$ cat config.mk
export PLATFORM = sky130hd
export DESIGN_NAME = blpwm_top
export DESIGN_NICKNAME = d
export VERILOG_FILES = /design/src/rtl/blpwm_pkg.sv /design/src/rtl/blpwm_cfg_if.sv /design/src/rtl/blpwm_frame_div.sv /design/src/rtl/blpwm_pwm_core.sv /design/src/rtl/blpwm_top.sv
export SDC_FILE = /design/constraint.sdc
export NUM_CORES = 1
export LEC_CHECK = 0
export ABC_AREA = 1
export BUFFER_PORTS_ARGS = -buffer_cell sky130_fd_sc_hd__buf_2
export CAP_MARGIN = 40
export CORE_MARGIN = 2
export CORE_UTILIZATION = 54
export CTS_BUF_LIST = sky130_fd_sc_hd__clkbuf_2
export DETAILED_ROUTE_END_ITERATION = 10
export PLACE_DENSITY = 0.77
export SETUP_SLACK_MARGIN = 0.15
export SLEW_MARGIN = 20
export SYNTH_ARGS = -nofsm -noshare
export SYNTH_HDL_FRONTEND = slang
export SYNTH_SLANG_ARGS = --single-unit
$ cat constraint.sdc
create_clock -name ref_clk -period 2.1 [get_ports ref_clk]
set_input_delay 0.105 -clock ref_clk [delete_from_list [all_inputs] [get_ports ref_clk]]
set_output_delay 0.105 -clock ref_clk [all_outputs]
set_load 0.005 [all_outputs]
$ cat src/rtl/blpwm_pkg.sv
// Package of constants for the backlight PWM and frame divider block
// Operation
// RULE1 - The frame tick period is 3072 clocks for frame select 00, 1536 when bit 0 is set and 768 when bit 1 is set; the code gives 3072 for frame select 11.
// RULE2 - The PWM period is 1536 clocks for frequency code 0, falling by 128 per step to 256 at code 10; codes 11 to 15 are undefined.
// RULE3 - Each output is high for (duty code + 1) of the 64 steps of a PWM period and low for the rest.
// RULE4 - Everything resets at power-up and again while the supply-drop detector reports a low logic supply; the code resets read data on sys_rst only.
// RULE5 - The host should discard any key data word that shows three or more pressed keys.
// RULE6 - Each of the three outputs has its own 6-bit duty code, selected by channel index.
// RULE7 - Outputs stay low after reset until the display-technique write and then the port-state write have been made.
// RULE8 - One shared 64-step counter paces all three channels so they stay phase aligned.
package blpwm_pkg;

  localparam int unsigned NUM_CH        = 3;
  localparam int unsigned DUTY_W        = 6;
  localparam int unsigned STEPS_W       = 6;
  localparam int unsigned ADDR_W        = 8;
  localparam int unsigned DATA_W        = 8;

  // Register byte addresses
  localparam logic [7:0] ADDR_TECH      = 8'h00; // Display technique: frame select
  localparam logic [7:0] ADDR_PORT      = 8'h04; // Port state: PWM frequency select
  localparam logic [7:0] ADDR_DUTY1     = 8'h08;
  localparam logic [7:0] ADDR_DUTY2     = 8'h0c;
  localparam logic [7:0] ADDR_DUTY3     = 8'h10;
  localparam logic [7:0] ADDR_STATUS    = 8'h14;

  // Status fields
  localparam int unsigned ST_TECH_BIT   = 0;
  localparam int unsigned ST_ARMED_BIT  = 1;
  localparam int unsigned ST_DET_BIT    = 2;

  // Frame divisors
  localparam logic [11:0] FRAME_DIV_00  = 12'hc00; // 3072
  localparam logic [11:0] FRAME_DIV_B0  = 12'h600; // 1536
  localparam logic [11:0] FRAME_DIV_B1  = 12'h300; // 768

  // PWM period = 64 steps; step length in clocks = period / 64
  localparam logic [4:0]  STEP_LEN_BASE = 5'h18;   // 1536 / 64
  localparam logic [4:0]  STEP_LEN_DEC  = 5'h02;   // 128 / 64
  localparam logic [3:0]  FREQ_CODE_MAX = 4'ha;    // 256 / 64 = 4 clocks

  localparam logic [1:0]  FRAME_SEL_RST = 2'h0;
  localparam logic [3:0]  FREQ_SEL_RST  = 4'h0;
  localparam logic [5:0]  DUTY_RST      = 6'h00;

  typedef enum logic [1:0] {
    BLPWM_OFF   = 2'b00, // Outputs forced low, technique not yet written
    BLPWM_TECH  = 2'b01, // Technique set, waiting for port state
    BLPWM_RUN   = 2'b10  // Outputs follow the PWM compare
  } blpwm_state_e;

endpackage : blpwm_pkg

$ cat src/rtl/blpwm_cfg_if.sv
// Interface carrying configuration and timing between the block's modules
`timescale 1ns/1ps
`default_nettype none
interface blpwm_cfg_if;
  logic                                                   clr;        // Synchronous clear
  logic [1:0]                                             frame_sel;  // Frame select field
  logic [3:0]                                             freq_sel;   // PWM frequency code
  logic [blpwm_pkg::NUM_CH-1:0][blpwm_pkg::DUTY_W-1:0]    duty;       // Duty codes
  logic                                                   armed;      // Outputs enabled
  logic                                                   frame_tick; // One pulse per frame
  logic [blpwm_pkg::STEPS_W-1:0]                          step;       // Shared step count
  logic [blpwm_pkg::NUM_CH-1:0]                           pwm_out;    // Channel levels

  modport ctrl (output clr, frame_sel, freq_sel, duty, armed,
                input  frame_tick, step, pwm_out);
  modport div  (input clr, frame_sel, output frame_tick);
  modport pwm  (input clr, freq_sel, duty, armed, output step, pwm_out);
endinterface : blpwm_cfg_if
`default_nettype wire

$ cat src/rtl/blpwm_frame_div.sv
// Frame frequency divider
`timescale 1ns/1ps
`default_nettype none
module blpwm_frame_div (
  input  wire logic   ref_clk, // Block clock
  input  wire logic   sys_rst, // Async reset, high
  blpwm_cfg_if.div    cfg      // Configuration and frame tick
);
  logic [11:0] cnt_reg;
  logic [11:0] div_sel;
  logic        wrap;

  // Select divisor; undefined code 11 falls back to the slowest rate
  assign div_sel = (cfg.frame_sel == 2'b01) ? blpwm_pkg::FRAME_DIV_B0 : // RULE1
                   (cfg.frame_sel == 2'b10) ? blpwm_pkg::FRAME_DIV_B1 : // RULE1
                   blpwm_pkg::FRAME_DIV_00;                             // RULE1
  // Compare with >= so a lower divisor chosen mid-frame restarts cleanly
  assign wrap = (cnt_reg >= div_sel - 12'h001);

  // Free-running frame counter with one-cycle tick on wrap
  always_ff @(posedge ref_clk or posedge sys_rst) begin
    if (sys_rst) begin
      cnt_reg        <= 12'h000;
      cfg.frame_tick <= 1'b0;
    end else if (cfg.clr) begin // RULE4
      cnt_reg        <= 12'h000;
      cfg.frame_tick <= 1'b0;
    end else begin
      cnt_reg        <= wrap ? 12'h000 : cnt_reg + 12'h001;
      cfg.frame_tick <= wrap;
    end
  end
endmodule : blpwm_frame_div
`default_nettype wire

$ cat src/rtl/blpwm_pwm_core.sv
// Shared step counter and three duty comparators
`timescale 1ns/1ps
`default_nettype none
module blpwm_pwm_core (
  input  wire logic   ref_clk, // Block clock
  input  wire logic   sys_rst, // Async reset, high
  blpwm_cfg_if.pwm    cfg      // Configuration and PWM levels
);
  logic [4:0] pre_reg;
  logic [3:0] code_eff;
  logic [4:0] step_len;
  logic       step_end;
  logic [blpwm_pkg::STEPS_W-1:0] step_reg;

  // Undefined codes clamp to the fastest defined rate
  assign code_eff = (cfg.freq_sel > blpwm_pkg::FREQ_CODE_MAX) ?
                    blpwm_pkg::FREQ_CODE_MAX : cfg.freq_sel;
  // Step length = (1536 - 128*code) / 64 clocks
  assign step_len = blpwm_pkg::STEP_LEN_BASE -
                    5'(blpwm_pkg::STEP_LEN_DEC * {1'b0, code_eff}); // RULE2
  assign step_end = (pre_reg >= step_len - 5'h01);
  assign cfg.step = step_reg;

  // Prescaler and 64-step counter shared by all channels
  always_ff @(posedge ref_clk or posedge sys_rst) begin
    if (sys_rst) begin
      pre_reg  <= 5'h00;
      step_reg <= '0;
    end else if (cfg.clr) begin // RULE4
      pre_reg  <= 5'h00;
      step_reg <= '0;
    end else begin
      pre_reg  <= step_end ? 5'h00 : pre_reg + 5'h01;
      if (step_end) begin
        step_reg <= step_reg + 6'h01; // RULE8
      end
    end
  end

  // One comparator per channel against the common step count
  for (genvar ch = 0; ch < blpwm_pkg::NUM_CH; ch++) begin : g_ch
    logic lvl_reg;
    always_ff @(posedge ref_clk or posedge sys_rst) begin
      if (sys_rst) begin
        lvl_reg <= 1'b0;
      end else if (cfg.clr || !cfg.armed) begin // RULE7
        lvl_reg <= 1'b0;
      end else begin
        lvl_reg <= (step_reg <= cfg.duty[ch]); // RULE3 RULE6 RULE8
      end
    end
    assign cfg.pwm_out[ch] = lvl_reg;
  end
endmodule : blpwm_pwm_core
`default_nettype wire

$ cat src/rtl/blpwm_top.sv
// Top of the backlight PWM and frame divider block with its register port
//
// Local design decisions: the strobed register port and the address map.
`timescale 1ns/1ps
`default_nettype none
module blpwm_top (
  input  wire logic        ref_clk,              // 25 MHz block clock
  input  wire logic        sys_rst,              // Async reset, high
  input  wire logic        supply_drop_detector, // High while logic supply is low
  input  wire logic [7:0]  addr,                 // Register byte address
  input  wire logic [7:0]  wdata,                // Write data
  input  wire logic        wr,                   // Write strobe
  input  wire logic        rd,                   // Read strobe
  output logic      [7:0]  rdata,                // Read data, cycle after rd
  output logic             gp_out_one,           // PWM output 1
  output logic             gp_out_two,           // PWM output 2
  output logic             gp_out_three,         // PWM output 3
  output logic             frame_tick            // One pulse per frame period
);
  blpwm_cfg_if cfg ();

  logic                det_meta_reg;
  logic                det_sync_reg;
  blpwm_pkg::blpwm_state_e state_reg;
  blpwm_pkg::blpwm_state_e state_next;
  logic [1:0]          frame_sel_reg;
  logic [3:0]          freq_sel_reg;
  logic [blpwm_pkg::NUM_CH-1:0][blpwm_pkg::DUTY_W-1:0] duty_reg;
  logic [7:0]          rdata_reg;
  logic [7:0]          rd_mux;
  logic                wr_tech;
  logic                wr_port;
  logic [blpwm_pkg::NUM_CH-1:0] wr_duty;
  logic [7:0]          status_val;

  // Two-stage synchroniser for the asynchronous supply detector
  always_ff @(posedge ref_clk or posedge sys_rst) begin
    if (sys_rst) begin
      det_meta_reg <= 1'b1;
      det_sync_reg <= 1'b1;
    end else begin
      det_meta_reg <= supply_drop_detector;
      det_sync_reg <= det_meta_reg;
    end
  end

  // Detector holds every register but the synchroniser and read data in reset like sys_rst does
  assign cfg.clr = det_sync_reg; // RULE4

  // Write decode
  assign wr_tech    = wr && (addr == blpwm_pkg::ADDR_TECH);
  assign wr_port    = wr && (addr == blpwm_pkg::ADDR_PORT);
  assign wr_duty[0] = wr && (addr == blpwm_pkg::ADDR_DUTY1);
  assign wr_duty[1] = wr && (addr == blpwm_pkg::ADDR_DUTY2);
  assign wr_duty[2] = wr && (addr == blpwm_pkg::ADDR_DUTY3);

  // Enable sequence: technique first, then port state
  always_comb begin
    state_next = state_reg;
    case (state_reg)
      blpwm_pkg::BLPWM_OFF:  begin
        if (wr_tech) begin
          state_next = blpwm_pkg::BLPWM_TECH; // RULE7
        end
      end
      blpwm_pkg::BLPWM_TECH: begin
        if (wr_port) begin
          state_next = blpwm_pkg::BLPWM_RUN; // RULE7
        end
      end
      blpwm_pkg::BLPWM_RUN:  state_next = blpwm_pkg::BLPWM_RUN;
      default:               state_next = blpwm_pkg::BLPWM_OFF;
    endcase
  end

  always_ff @(posedge ref_clk or posedge sys_rst) begin
    if (sys_rst) begin
      state_reg <= blpwm_pkg::BLPWM_OFF;
    end else if (det_sync_reg) begin // RULE4
      state_reg <= blpwm_pkg::BLPWM_OFF;
    end else begin
      state_reg <= state_next;
    end
  end

  assign cfg.armed = (state_reg == blpwm_pkg::BLPWM_RUN); // RULE7

  // Configuration registers; a port write before the technique is still stored
  always_ff @(posedge ref_clk or posedge sys_rst) begin
    if (sys_rst) begin
      frame_sel_reg <= blpwm_pkg::FRAME_SEL_RST;
      freq_sel_reg  <= blpwm_pkg::FREQ_SEL_RST;
    end else if (det_sync_reg) begin // RULE4
      frame_sel_reg <= blpwm_pkg::FRAME_SEL_RST;
      freq_sel_reg  <= blpwm_pkg::FREQ_SEL_RST;
    end else begin
      if (wr_tech) begin
        frame_sel_reg <= wdata[1:0]; // RULE1
      end
      if (wr_port) begin
        freq_sel_reg <= wdata[3:0]; // RULE2
      end
    end
  end

  // One duty register per channel
  for (genvar ch = 0; ch < blpwm_pkg::NUM_CH; ch++) begin : g_duty
    always_ff @(posedge ref_clk or posedge sys_rst) begin
      if (sys_rst) begin
        duty_reg[ch] <= blpwm_pkg::DUTY_RST;
      end else if (det_sync_reg) begin // RULE4
        duty_reg[ch] <= blpwm_pkg::DUTY_RST;
      end else if (wr_duty[ch]) begin
        duty_reg[ch] <= wdata[blpwm_pkg::DUTY_W-1:0]; // RULE6
      end
    end
  end

  assign cfg.frame_sel = frame_sel_reg;
  assign cfg.freq_sel  = freq_sel_reg;
  assign cfg.duty      = duty_reg;

  // Status shows the enable sequence and, in bits 5:2, step bits 5:2 with the detector level ORed into bit 2
  assign status_val = {2'h0, cfg.step[5:2], 2'h0} |
                      (8'(state_reg != blpwm_pkg::BLPWM_OFF) << blpwm_pkg::ST_TECH_BIT) |
                      (8'(cfg.armed) << blpwm_pkg::ST_ARMED_BIT) |
                      (8'(det_sync_reg) << blpwm_pkg::ST_DET_BIT);

  // Read mux; unmapped addresses read zero
  assign rd_mux = (addr == blpwm_pkg::ADDR_TECH)   ? {6'h00, frame_sel_reg} :
                  (addr == blpwm_pkg::ADDR_PORT)   ? {4'h0, freq_sel_reg}   :
                  (addr == blpwm_pkg::ADDR_DUTY1)  ? {2'h0, duty_reg[0]}    :
                  (addr == blpwm_pkg::ADDR_DUTY2)  ? {2'h0, duty_reg[1]}    :
                  (addr == blpwm_pkg::ADDR_DUTY3)  ? {2'h0, duty_reg[2]}    :
                  (addr == blpwm_pkg::ADDR_STATUS) ? status_val             :
                  8'h00;

  // Read data stands only in the cycle after the strobe
  always_ff @(posedge ref_clk or posedge sys_rst) begin
    if (sys_rst) begin
      rdata_reg <= 8'h00;
    end else begin
      rdata_reg <= rd ? rd_mux : 8'h00;
    end
  end
  assign rdata = rdata_reg;

  blpwm_frame_div u_div (
    .ref_clk (ref_clk),
    .sys_rst (sys_rst),
    .cfg     (cfg.div)
  );

  blpwm_pwm_core u_pwm (
    .ref_clk (ref_clk),
    .sys_rst (sys_rst),
    .cfg     (cfg.pwm)
  );

  // Channel levels are already registered in the core
  assign gp_out_one   = cfg.pwm_out[0];
  assign gp_out_two   = cfg.pwm_out[1];
  assign gp_out_three = cfg.pwm_out[2];
  assign frame_tick   = cfg.frame_tick;
endmodule : blpwm_top
`default_nettype wire

==> results.yml <==
critical_path:
  setup.worst_path.end_class: "flop"
  cp_slowest_cell: "dfrtp_1"
  cp_common_cell: "nand2_1"
  crit_path_max_incr_delay_ns: 0.43
  crit_chain: "nand2_1 -> a21oi_1 -> or2_4 -> ha_4 -> a21oi_1 -> o21a_1 -> nand2_2 -> buf_6 -> nand2_2 -> nand2_1 -> nand2_1 -> nor2_1"
  worst-path-max-fanout: 6
  worst-setup-path-type: "reg2reg"
  worst_setup_path_start_kind: "flop"
  arrival_ns: 2.28
  required_ns: 2.53
yosys:
  ys_seq_area_share_pct: 41.8
  avgSynthCellArea_um2: 8.36
  synthCells: 437
  synth_top_area_share_pct: 40.4
  synth.distinct_cells: 40
  yosys.area.top_type: "dfrtp_1"
  mappedNetlistArea_mm2: 0.00365
  yosys_register_bits: 61
  synth.area.top_cells: "dfrtp_1, ha_1, nand2_1, inv_1, nand3_1"
  yosysWarnings: 0
layout:
  insertedDiodeCount: 0
  largest_reg_flops: 18
  areaGrowthSynthToFinish_pct: 14.9
  layout_commonest_cell: "nand2_1"
  multi_input_comb_area_mm2: 0.00190
  drive_gt1_share_pct: 20.4
  final_cell_mix: "nand2_1, dfrtp_1, inv_1"
  fill_cells: 562
  seq_area_mm2: 0.00153
  finalNetCount: 547
power_and_ir_drop:
  p_seq_share_pct: 50.8
  sw_frac_of_total_pct: 29.4
  internal-power_mw: 1.82
  clkPwrFrac_pct: 31.6
  leakage_nw: 2.08
  pwr-share-comb_pct: 17.6
  power_density_mw_per_mm2: 613
  ir_drop_v: 0.000588
  p_switching_uw: 757
placed_design:
  gp_congestion: 0.912
  hpwlAfterDp_mm: 6.03
  portBuffers: 28
sta:
  fmax_mhz: 540
  max_slew.worst_pin.slew_ns: 0.688
  maxSlewHeadroom_pct: 54.1
  maxSlewViolCount: 0
  hold_ws_ns: 0.0259
  finalSetupViolCount: 0
  hold_violations: 0
  setup_tns_ns: 0
  finalCritPeriodShare_pct: 88.2
  rsz0062_at_grt: "true"
  clock_skew_ns: 0.0189
  period_needed_ns: 1.85
grt:
  grt_pass1_vias: 3005
  track_usage_pct: 23.9
  gr-total-overflow: 0
  grt_antenna_before_repair: 0
  grt_pass1_wl_mm: 13.7
  grt_max_degree: 27
drt:
  drt_iter0_drc: 199
  routed_via_density: 5.48
  routed_wl_mm: 8.32
  post_drt_wl_per_cell_um: 14.6
  antenna_left: 0
  firstDrtPassIters: 5
  route.detailed.drc: 0
  via_count: 3129
clock_network:
  cts_tree: "done"
  cts_buffers: 9
  cts.sinks: 61
  clk_path_buf_depth: 2
  clk_latency_ns: 0.49
  root_buffer: "clkbuf_2"
  path_clk_slew_ns: 0.16
  htree_num_levels: 3
floorplan:
  die-area_mm2: 0.00744
  start_util_pct: 56.6
  io_pins: 33
  die_h_um: 86.3
  rows: 29
  coreArea_mm2: 0.00646
  die_x_um: 86.3
outcome:
  outcome: "finished clean"
run:
  maxCapViolations: 0
worst_hold_path:
  hp-class: "in2reg"
-- synth_stat cells, drive strengths merged --
cell,instances
o211ai,6
or2,1
nor3,11
xor2,8
a21oi,28
nand3b,2
a31o,1
dfstp,2
nand3,33
nor4,1
o221ai,1
a31oi,2
o21a,2
conb,1
nand2,88
o22ai,1
inv,51
dfrtp,59
xnor2,2
clkbuf,1
o21ai,37
buf,10
nor2,46
ha,36
nand4,6
o31ai,1
-- layout make-up --
cell class,instances,area share [%]
timing repair buffer,52,8.29
clock inverter,5,1.82
tap,77,2.30
inverter,51,4.62
clock buffer,10,1.19
multi-input combinational,315,45.4
sequential,61,36.4
-- power by group through the flow --
stage          Sequential, mW  Clock (mW)  Combinational [mW]
5_1_grt                  1.32       0.877               0.521
3_5_place_dp             1.33           0               0.411
6_report                 1.31       0.815               0.453
4_1_cts                  1.31       0.831               0.439
2_1_floorplan            1.31           0               0.301
3_3_place_gp             1.32           0               0.395
-- kinds of logic after synthesis --
kind of cell	share of synthesized area [%]
AND/OR/NAND/NOR	23.0
flip-flops	41.8
other	0.103
buffers and inverters	7.36
adder cells (fa/ha/maj)	12.3
AO/OA/AOI/OAI	12.9
XOR/XNOR	2.40
-- final timing paths --
check	depth (start not counted)	end	from	slack, ns
setup / recovery	12	u_pwm.cfg.step[5]	cfg.freq_sel[0]	0.25
hold / removal	3	cfg.duty[1]	wdata[1]	0.03
setup reg to reg	12	u_pwm.cfg.step[5]	cfg.freq_sel[0]	0.25
hold reg to reg	0	cfg.clr	det_meta_reg	0.36
max in group asynchronous	4	rdata[1]	sys_rst	1.23
min in group asynchronous	3	u_div.cnt_reg[8]	sys_rst	0.18
-- through the flow --
| stage | instance area, um2 | worst slack (ns) | util, % | power [mW] | instances |
|---|---|---|---|---|---|
| final | 4200 | 0.248 | 65.0 | 2.58 | 571 |
| after global placement | 3880 | 0.215 | 60.1 | 1.72 | 540 |
| after CTS | 4120 | 0.153 | 63.7 | 2.58 | 565 |
| after floorplan | 3660 | 0.224 | - | 1.61 | 438 |
| after global routing | 4200 | 0.121 | 65.0 | 2.72 | 571 |
| after detailed placement | 3880 | 0.100 | 60.1 | 1.74 | 540 |
-- repair_timing --
item / 4_1_cts / 5_1_grt
hold endpoints to repair: 42 / 0
pin swaps: 0 / 1
setup buffers: 2 / 5
hold buffers: 8 / 0
gates resized for setup: 4 / 13
cloned: 0 / 1
setup endpoints to repair: 7 / 18
-- worst max-delay path: cells and delay by family, from the launching register on --
kind                     cells  cell delay, ns
AO/OA/AOI/OAI                3            0.31
adder cells (fa/ha/maj)      1            0.28
buffers and inverters        1            0.12
AND/OR/NAND/NOR              7            0.68
flip-flops                   1            0.43
-- metal layers --
metal  GRT usage (%)  wire length, um  vias to the layer above
met3            6.00              542                       17
li1                -                -                     1557
met5               0                0                        -
met4            9.66              177                        0
met2            37.7             3870                      106
met1            31.6             3730                     1449
(Power assumes the default switching activity.)
